`config.mk`:
```
export PLATFORM = sky130hd
export DESIGN_NAME = hrcp_host_read_cycle_port
export DESIGN_NICKNAME = d
export VERILOG_FILES = /design/src/hrcp_pkg.sv /design/src/hrcp_host_read_cycle_port.sv
export SDC_FILE = /design/constraint.sdc
export NUM_CORES = 1
export LEC_CHECK = 0
export ABC_AREA = 1
export BUFFER_PORTS_ARGS = -buffer_cell sky130_fd_sc_hd__buf_4
export CORE_ASPECT_RATIO = 0.5
export CORE_UTILIZATION = 40
export DETAILED_ROUTE_END_ITERATION = 6
export SLEW_MARGIN = 25
export SYNTH_ARGS = -nofsm -noshare
export SYNTH_HDL_FRONTEND = slang
export SYNTH_SLANG_ARGS = --single-unit
```
`constraint.sdc`:
```
create_clock -name clk_sys -period 3.05 [get_ports clk_sys]
set_clock_uncertainty 0.2 [all_clocks]
set_input_delay 0.61 -clock clk_sys [delete_from_list [all_inputs] [get_ports clk_sys]]
set_output_delay 0.61 -clock clk_sys [all_outputs]
set_load 0.02 [all_outputs]
```
`src/hrcp_pkg.sv`:
```
// host read cycle port: shared constants
// assumes word index taken from address bits 6:2
package hrcp_pkg;
  localparam int unsigned HRCP_ADDR_W = 7;
  localparam int unsigned HRCP_DATA_W = 32;
  localparam int unsigned HRCP_HALF_W = 16;
  localparam int unsigned HRCP_IDX_LSB = 2;
  localparam int unsigned HRCP_IDX_MSB = 6;
  localparam int unsigned HRCP_HALF_BIT = 0;
  localparam logic [4:0] HRCP_IDX_RX_DATA = 5'h00;
  localparam logic [4:0] HRCP_IDX_RX_STS = 5'h08;
  localparam logic [4:0] HRCP_IDX_TX_STS = 5'h09;
  localparam logic [4:0] HRCP_BURST_MAX32 = 5'h08;
  localparam logic [4:0] HRCP_BURST_MAX16 = 5'h10;
  localparam logic [4:0] HRCP_CNT_ZERO = 5'h00;
  localparam logic [4:0] HRCP_CNT_ONE = 5'h01;
  localparam logic [1:0] HRCP_BUF_DEPTH = 2'h2;
  localparam logic [1:0] HRCP_BUF_ONE = 2'h1;
  localparam logic [31:0] HRCP_DATA_RST = 32'h0000_0000;
  localparam logic [15:0] HRCP_HALF_ZERO = 16'h0000;
  typedef enum logic [1:0] {
    HRCP_ST_IDLE = 2'b01,
    HRCP_ST_READ = 2'b10
  } hrcp_state_t;
endpackage : hrcp_pkg

```
`src/hrcp_host_read_cycle_port.sv`:
```
// host read cycle port: strobe decode, beat tracking, rx data buffer, read data out
// assumes pins already synchronous to clk_sys; csr block decodes the same address pins
`timescale 1ns/10ps
module hrcp_host_read_cycle_port (
  input wire logic clk_sys,
  input wire logic arst_n,
  input wire logic chip_select_n,
  input wire logic read_strobe_n,
  input wire logic [6:0] addr,
  input wire logic fifo_sel,
  input wire logic bus16,
  output logic [31:0] data_o,
  output logic data_oe_lo,
  output logic data_oe_hi,
  input wire logic [31:0] csr_rd_data,
  input wire logic [31:0] rx_sts_data,
  output logic rx_sts_pop,
  input wire logic [31:0] tx_sts_data,
  output logic tx_sts_pop,
  input wire logic rx_data_valid,
  input wire logic [31:0] rx_data,
  output logic rx_data_ready
);
  hrcp_pkg::hrcp_state_t state_q;
  logic active;
  logic beat;
  logic take;
  logic limit_hit;
  logic half_hi;
  logic last_part;
  logic [4:0] idx;
  logic [4:0] limit;
  logic [4:0] cnt_q;
  logic [6:0] addr_q;
  logic sel_q;
  logic [31:0] data_q;
  logic sel_rx;
  logic sel_rxs;
  logic sel_txs;
  logic rx_pop;
  logic [31:0] buf_mem_q [2];
  logic wr_ptr_q;
  logic rd_ptr_q;
  logic [1:0] fill_q;
  logic buf_valid;
  logic push;
  logic [31:0] head;
  logic [31:0] word_sel;

  assign active = ~chip_select_n & ~read_strobe_n;
  // address or select change under held strobes starts a new beat
  assign beat = active & ((state_q == hrcp_pkg::HRCP_ST_IDLE) | (addr != addr_q)
    | (fifo_sel != sel_q));
  assign limit = bus16 ? hrcp_pkg::HRCP_BURST_MAX16 : hrcp_pkg::HRCP_BURST_MAX32;
  assign limit_hit = ~fifo_sel & (cnt_q >= limit);
  assign take = beat & ~limit_hit;
  assign idx = addr[hrcp_pkg::HRCP_IDX_MSB:hrcp_pkg::HRCP_IDX_LSB];
  assign half_hi = addr[hrcp_pkg::HRCP_HALF_BIT];
  assign last_part = ~bus16 | half_hi;
  assign sel_rx = fifo_sel | (idx == hrcp_pkg::HRCP_IDX_RX_DATA);
  assign sel_rxs = ~fifo_sel & (idx == hrcp_pkg::HRCP_IDX_RX_STS);
  assign sel_txs = ~fifo_sel & (idx == hrcp_pkg::HRCP_IDX_TX_STS);
  // fifos advance only on the last half of a word, so a 16-bit pair reads one entry
  assign rx_pop = take & sel_rx & buf_valid & last_part;
  assign rx_sts_pop = take & sel_rxs & last_part;
  assign tx_sts_pop = take & sel_txs & last_part;

  always_ff @(posedge clk_sys or negedge arst_n) begin
    if (!arst_n) begin
      state_q <= hrcp_pkg::HRCP_ST_IDLE;
    end else begin
      state_q <= active ? hrcp_pkg::HRCP_ST_READ : hrcp_pkg::HRCP_ST_IDLE;
    end
  end

  always_ff @(posedge clk_sys or negedge arst_n) begin
    if (!arst_n) begin
      addr_q <= '0;
      sel_q <= 1'b0;
    end else begin
      addr_q <= addr;
      sel_q <= fifo_sel;
    end
  end

  // counter saturates so a long direct burst cannot wrap it
  always_ff @(posedge clk_sys or negedge arst_n) begin
    if (!arst_n) begin
      cnt_q <= hrcp_pkg::HRCP_CNT_ZERO;
    end else if (!active) begin
      cnt_q <= hrcp_pkg::HRCP_CNT_ZERO;
    end else if (beat && !limit_hit && cnt_q != hrcp_pkg::HRCP_BURST_MAX16) begin
      cnt_q <= cnt_q + hrcp_pkg::HRCP_CNT_ONE;
    end
  end

  // two-entry buffer on the rx data path
  assign buf_valid = (fill_q != 2'h0);
  assign rx_data_ready = (fill_q != hrcp_pkg::HRCP_BUF_DEPTH);
  assign push = rx_data_valid & rx_data_ready;
  assign head = buf_mem_q[rd_ptr_q];

  always_ff @(posedge clk_sys or negedge arst_n) begin
    if (!arst_n) begin
      buf_mem_q[0] <= hrcp_pkg::HRCP_DATA_RST;
      buf_mem_q[1] <= hrcp_pkg::HRCP_DATA_RST;
      wr_ptr_q <= 1'b0;
    end else if (push) begin
      buf_mem_q[wr_ptr_q] <= rx_data;
      wr_ptr_q <= ~wr_ptr_q;
    end
  end

  always_ff @(posedge clk_sys or negedge arst_n) begin
    if (!arst_n) begin
      rd_ptr_q <= 1'b0;
      fill_q <= 2'h0;
    end else begin
      if (rx_pop) begin
        rd_ptr_q <= ~rd_ptr_q;
      end
      if (push && !rx_pop) begin
        fill_q <= fill_q + hrcp_pkg::HRCP_BUF_ONE;
      end else if (rx_pop && !push) begin
        fill_q <= fill_q - hrcp_pkg::HRCP_BUF_ONE;
      end
    end
  end

  always_comb begin
    word_sel = csr_rd_data;
    if (sel_rx) begin
      word_sel = buf_valid ? head : hrcp_pkg::HRCP_DATA_RST;
    end else if (sel_rxs) begin
      word_sel = rx_sts_data;
    end else if (sel_txs) begin
      word_sel = tx_sts_data;
    end
    if (bus16) begin
      word_sel = {hrcp_pkg::HRCP_HALF_ZERO,
        half_hi ? word_sel[hrcp_pkg::HRCP_DATA_W-1:hrcp_pkg::HRCP_HALF_W]
        : word_sel[hrcp_pkg::HRCP_HALF_W-1:0]};
    end
  end

  // captured once per beat: counters stay stable through the cycle
  always_ff @(posedge clk_sys or negedge arst_n) begin
    if (!arst_n) begin
      data_q <= hrcp_pkg::HRCP_DATA_RST;
    end else if (take) begin
      data_q <= word_sel;
    end
  end

  assign data_o = data_q;
  assign data_oe_lo = active & (state_q == hrcp_pkg::HRCP_ST_READ);
  assign data_oe_hi = data_oe_lo & ~bus16;
endmodule : hrcp_host_read_cycle_port

```
# Word-level counts from Yosys, hierarchy flattened
# Cells that the tools add are included.
[word_totals] latch_bits=0 n_memories=0 mem_bits_ro=0 regBits=115 elab_cells=84 input_bits=142 ramBits=0
[op_classes] n_shift=0 n_div=0 n_mul=0 order_cmp=4 n_eq_ne=9 n_reduce_logical=11 add_sub_neg=3 n_bitwise=29 muxes=18
[op_table] op="$mux W32" n=9
[op_table] op="$bwmux W64" n=1
[op_table] op="$demux W32 S1" n=1
[op_table] op="$and A1 B1 Y1" n=16
[op_table] op="$mux W16" n=1
[op_table] op="$mux W5" n=3
[op_table] op="$eq A5 B4 Y1 const B" n=2
[op_table] op="$ne A7 B7 Y1" n=1
[op_table] op="$not A1 Y1" n=7
[op_table] op="$mux W2" n=3
[op_table] op="$add A5 B1 Y5 const B" n=1
[op_table] op="$ge A5 B5 Y1" n=1
[op_table] op="$logic_and A1 B1 Y1" n=5
[op_table] op="$logic_not A5 Y1" n=1
[op_table] op="$ne A5 B5 Y1 const B" n=1
[op_table] op="$ge A2 B2 Y1 const B" n=2
[op_table] op="$not A1 Y2" n=2
[op_table] op="$or A1 B1 Y1" n=4
[op_table] op="$reduce_bool A2 Y1" n=2
[op_table] op="$logic_not A1 Y1" n=3
[op_table] op="$add A2 B1 Y2 const B" n=1
[op_table] op="$eq A2 B1 Y1 const B" n=1
[op_table] op="$eq A2 B2 Y1 const B" n=1
[op_table] op="$lt A2 B1 Y1 const B" n=1
[op_table] op="other kinds (4)" n=4

# Logic depth before layout (Yosys ltp)
[logic_depth] word_depth=11 depth_mapped=14

# Least setup slack after synthesis
# No wires, ideal clock.
[synth_timing] path_type="input to output" start="input port bus16" end="output port rx_sts_pop" arrival_ps=1860 setup_slack_ps=380 cell_stages=11 cell_sequence="inv_1 ha_1 inv_1 nor2_1 nor2_1 o21ai_1 nand2_1 nand2_1 nor2_2 o21ai_0 nor2_1"
[synth_via] elab_chain_len=7 elab_cells_between_ends=9 cone_classes="1 x order compare; 1 x mux; 7 x bitwise"
[synth_rtl] element="start: declaration" line="hrcp_host_read_cycle_port.sv:11" rtl="input wire logic bus16,"
[synth_rtl] element="$mux W5" line="hrcp_host_read_cycle_port.sv:54" rtl="assign limit = bus16 ? hrcp_pkg::HRCP_BURST_MAX16 : hrcp_pkg::HRCP_BURST_MAX32;"
[synth_rtl] element="$ge A5 B5 Y1" line="hrcp_host_read_cycle_port.sv:55" rtl="assign limit_hit = ~fifo_sel & (cnt_q >= limit);"
[synth_rtl] element="$and A1 B1 Y1" line="hrcp_host_read_cycle_port.sv:55"
[synth_rtl] element="$not A1 Y1" line="hrcp_host_read_cycle_port.sv:56" rtl="assign take = beat & ~limit_hit;"
[synth_rtl] element="$and A1 B1 Y1" line="hrcp_host_read_cycle_port.sv:56"
[synth_rtl] element="$and A1 B1 Y1" line="hrcp_host_read_cycle_port.sv:65" rtl="assign rx_sts_pop = take & sel_rxs & last_part;"
[synth_rtl] element="$and A1 B1 Y1 *" line="hrcp_host_read_cycle_port.sv:65"
[synth_rtl] element="end: declaration" line="hrcp_host_read_cycle_port.sv:17" rtl="output logic rx_sts_pop,"
# Every way passes the cells marked *; elsewhere a longest branch is shown, timed or not.

# Worst setup path after layout
[layout_timing] start="register cnt_q[4]" end="output port rx_sts_pop"
[layout_via] elab_chain_len=6
[layout_rtl] element="start: declaration" line="hrcp_host_read_cycle_port.sv:33" rtl="logic [4:0] cnt_q;"
[layout_rtl] element="start signal: assignment" line="hrcp_host_read_cycle_port.sv:89" rtl="cnt_q <= hrcp_pkg::HRCP_CNT_ZERO;"
[layout_rtl] element="start signal: assignment" line="hrcp_host_read_cycle_port.sv:91" rtl="cnt_q <= hrcp_pkg::HRCP_CNT_ZERO;"
[layout_rtl] element="start signal: assignment" line="hrcp_host_read_cycle_port.sv:93" rtl="cnt_q <= cnt_q + hrcp_pkg::HRCP_CNT_ONE;"
[layout_rtl] element="$ge A5 B5 Y1" line="hrcp_host_read_cycle_port.sv:55"
[layout_rtl] element="$and A1 B1 Y1" line="hrcp_host_read_cycle_port.sv:55"
[layout_rtl] element="$not A1 Y1" line="hrcp_host_read_cycle_port.sv:56"
[layout_rtl] element="$and A1 B1 Y1" line="hrcp_host_read_cycle_port.sv:56"
[layout_rtl] element="$and A1 B1 Y1 (2 in series)" line="hrcp_host_read_cycle_port.sv:65"
# Every way passes these cells.

==> run summary <==
Among all stages on the critical path, the largest delay is contributed by sky130_fd_sc_hd__dfrtp_1. The setup total negative slack came out at 0 ns. The initial antenna violation count came out at 0.

The number of warnings printed during yosys synthesis is 0. The insertion delay to the later sink of the worst-skew pair is 0.42 ns. Broken down by cell family, the worst path's largest delay share belongs to simple AND/OR/NAND/NOR gates.

After synthesis, the netlist uses 27 different library cells. In this run the power density over the cells is 797 mW/mm2. Before CTS, the worst setup slack after placement is 0.209 ns. The chip width is 181 um. STA classifies the critical path startpoint as a flip-flop. The power share of the combinational group is 0.350. The delay contributed by the slowest stage of the critical path is 0.42 ns.

In this run the critical register-to-register path is launched from cnt_q[4]$_DFFE_PN0P_. The number of levels in the clock H-tree came out at 4. The highest achievable clock rate came out at 348 MHz.

The number of standard-cell rows in the floorplan came out at 32. The synthesis-to-layout area growth came out at 33.7%. The average instance in the mapped netlist occupies 6.94 um2. Among the stages of the critical path, the cell type that occurs most often is sky130_fd_sc_hd__nor2_1. The diode insertion count for antenna repair came out at 0.

The number of sinks on the clock net came out at 115. The portion of total power attributed to sequential cells came out at 0.344. The overflow left after global routing is 0.

The initial cell density of the core came out at 0.413. The share of the clock period used by the worst path after layout is 0.943. The worst path arrival time came out at 2.07 ns. The number of buffers added to fix hold violations after cts came out at 0.

The post-layout instance count excluding filler cells is 1307. After clock tree synthesis, the repair step resized 0 gates. The floorplan step defined a core boundary enclosing 0.0156 mm2. The flow ran to the end, and the final reports show no timing, DRC or antenna violations. The cell area after synthesis came out at 0.00643 mm2.

After filler insertion, the fill cell instance count of the layout stands at 1514. STA classifies the critical path endpoint as a primary output. For this run, design rule violations remaining after detail routing come to 0. The headroom to the max-slew limit is 0.492. The total count of hold-check failures in the final report came out at 0.

Synthesis produced a netlist with a net count of 1074. The max-capacitance violation count is 0. The area occupied by registers is 0.00288 mm2.

The sequential-to-total area share from yosys stat is 0.447. For this design the total switching power over the nets is 2.64 mW. The boundary pin count is 179.

The number of slew-limit violations in the final report came out at 0. The multi-input logic area came out at 0.00308 mm2. The critical path data required time is 2.24 ns. The reg2reg setup slack came out at 0.58 ns.

The post-layout utilization of the core is 0.552. The critical path goes through ha_1 -> inv_1 -> nor2_1 -> nor2_1 -> o21ai_1 -> nand2_1 -> nand2_1 -> nor2_2 -> o21ai_0 -> nor2_1 -> buf_4. The capture instance of the worst register-to-register path is fill_q[1]$_DFFE_PN0P_. After legalization and detailed placement, the total HPWL measured 14.6 mm. The portion of total power attributed to the clock network is 0.306. The first global-routing pass estimated 32.5 mm of wire. The most common cell after layout, fill and taps aside is sky130_fd_sc_hd__nand2_1. After detailed routing, the average wire length per cell comes to 15.9 um. Setup repair after global routing left no endpoint under its margin. The detailed-route via count came out at 6666. CTS placed an instance of sky130_fd_sc_hd__clkbuf_16 at the clock tree root. The congestion estimate from routability-driven global placement came to 0.868.

Along the worst path, the maximum fanout reaches 4. The number of buffers on the longest clock path came out at 2. The DRC marker count from the first detailed-route iteration is 554. The final cell area excluding filler cells is 0.00860 mm2. Once placement finished, the instance area stood at 0.00798 mm2. The count of buffering cells on the critical path with inverters included is 2. The cell count after synthesis is 927. The die covers 0.0166 mm2. The kind of critical path is reg -> out. The number of buffers inserted during clock tree synthesis is 17. Once detail routing completed, the nets flagged for antenna violations numbered 0. The min-delay analysis places its worst path in the category in -> async. The total chip power is 6.85 mW. The net count of the finished layout is 1237. The fraction of final layout cells sized beyond drive strength 1 came out at 0.223.

The switching power share of the total came out at 0.385. The internal power component is 4.21 mW. At the pin with the least slew margin, the transition time is 0.762 ns. In the layout the commonest cells are sky130_fd_sc_hd__nand2_1 (388), sky130_fd_sc_hd__buf_4 (194), sky130_fd_sc_hd__dfrtp_1 (114). The via density per instance came out at 5.10. The buffer count from post-CTS setup fixing came out at 0. After synthesis the netlist holds a flip-flop and latch count of 115.

The worst hold slack across all endpoints is 0.0332 ns. Entering global routing, the biggest net connects 65 pins. The number of iterations in the first detailed-routing pass came out at 5. From bottom edge to top edge, the die measures 91.7 um.

The number of cells on the worst reg-to-reg path is 14. The number of cells in the design after placement is 1275. During placement, the flow inserted port buffers numbering 178. The analysis attributes to cell leakage a power of 4.66 nW. The final worst setup slack came out at 0.173 ns. The number of global-route vias before repair came out at 5991. For this block, the routed nets add up to 20.8 mm of wire. TritonCTS built the clock tree. For this run, the total global-route usage over all layers was measured as 0.256. Across the VDD grid, the largest voltage drop is 600 uV. The clock transition at the registers of the reported paths came out at 0.06 ns. The smallest clock period supported by the final layout is computed as 2.88 ns.

The count of endpoints failing setup in the final report is 0.
[cell families after synthesis]
group	count (synthesis)	synth area share
AO/OA/AOI/OAI	135	0.118
XOR/XNOR	7	0.00953
adder cells (fa/ha/maj)	5	0.00972
buffers and inverters	115	0.0743
flip-flops	115	0.447
AND/OR/NAND/NOR	550	0.341
[sequential cells by signal, summed over array words and instances, names as in the netlist]
register   flops
fill_q         2
state_q        2
cnt_q          5
rd_ptr_q       1
addr_q         7
wr_ptr_q       1
data_o        32
buf_mem_q     64
sel_q          1
[synthesized netlist by cell type]
| library cell | number | area [um2] |
|---|---|---|
| sky130_fd_sc_hd__dfrtp_1 | 114 | 2850 |
| sky130_fd_sc_hd__dfstp_2 | 1 | 26.3 |
| sky130_fd_sc_hd__nor4_1 | 1 | 6.26 |
| sky130_fd_sc_hd__nand3_1 | 61 | 305 |
| sky130_fd_sc_hd__buf_1 | 1 | 3.75 |
| sky130_fd_sc_hd__a21oi_1 | 34 | 170 |
| sky130_fd_sc_hd__or2_1 | 1 | 6.26 |
| sky130_fd_sc_hd__buf_2 | 25 | 125 |
| sky130_fd_sc_hd__nand4_1 | 6 | 37.5 |
| sky130_fd_sc_hd__inv_1 | 56 | 210 |
| sky130_fd_sc_hd__nand2_2 | 1 | 6.26 |
| sky130_fd_sc_hd__clkinv_1 | 1 | 3.75 |
| sky130_fd_sc_hd__nor2_4 | 1 | 11.3 |
| sky130_fd_sc_hd__o21ai_0 | 46 | 230 |
| sky130_fd_sc_hd__xor2_1 | 4 | 35.0 |
| sky130_fd_sc_hd__nor2_2 | 3 | 18.8 |
| sky130_fd_sc_hd__nand2_1 | 390 | 1460 |
| sky130_fd_sc_hd__nand3_2 | 2 | 20.0 |
| sky130_fd_sc_hd__ha_1 | 5 | 62.6 |
| sky130_fd_sc_hd__nor2_1 | 83 | 312 |
| sky130_fd_sc_hd__o211ai_1 | 34 | 255 |
| sky130_fd_sc_hd__nor3_1 | 1 | 5.00 |
| sky130_fd_sc_hd__xnor2_1 | 3 | 26.3 |
| sky130_fd_sc_hd__buf_4 | 4 | 30.0 |
| sky130_fd_sc_hd__o21ai_1 | 21 | 105 |
| sky130_fd_sc_hd__clkbuf_1 | 24 | 90.1 |
| sky130_fd_sc_hd__inv_2 | 4 | 15.0 |
[worst register-to-register path, delay by kind of cell, from the launching register on]
| kind | cells | cell delay, ns |
|---|---|---|
| simple gates | 6 | 0.47 |
| flops | 1 | 0.42 |
| xor+xnor | 1 | 0.13 |
| compound gates | 3 | 0.29 |
| buf+inv | 2 | 0.20 |
| fa+ha+maj | 2 | 0.64 |
[layout make-up]
| cell class | instances | area share |
|---|---|---|
| multi-input cells | 697 | 0.359 |
| flip-flops and latches | 115 | 0.335 |
| repair buffers | 198 | 0.179 |
| clock buffers | 19 | 0.0527 |
| well taps | 204 | 0.0297 |
| inverters | 61 | 0.0266 |
| clock inverters | 13 | 0.0189 |
[metal layers]
layer  wire length [um]  track usage  share of wire  vias up
li1                   -            -              -     3279
met1              10100        0.386           0.49     3165
met2               9090        0.364           0.44      206
met3               1380       0.0624          0.066       16
met4                235       0.0607          0.011        0
met5                  0            0              0        -
[worst max path at each step]
stage,from,end,slack (ns),depth (start not counted)
after floorplan,bus16,rx_sts_pop,0.38,11
after detailed placement,bus16,fill_q[1]$_DFFE_PN0P_,0.21,16
after global routing,cnt_q[4]$_DFFE_PN0P_,tx_sts_pop,0.01,11
after CTS,cnt_q[4]$_DFFE_PN0P_,rx_sts_pop,0.16,11
final,cnt_q[4]$_DFFE_PN0P_,rx_sts_pop,0.17,11
after global placement,bus16,tx_sts_pop,0.26,13
[power by group through the flow]
stage | clock, mW | combinational [mW] | sequential, mW
final | 2.10 | 2.40 | 2.36
after CTS | 2.13 | 2.39 | 2.36
after detailed placement | 0 | 2.38 | 2.38
after floorplan | 0 | 1.34 | 2.44
after global routing | 2.20 | 2.66 | 2.42
after global placement | 0 | 2.35 | 2.37
No activity file was read; power rests on OpenSTA's default activity.
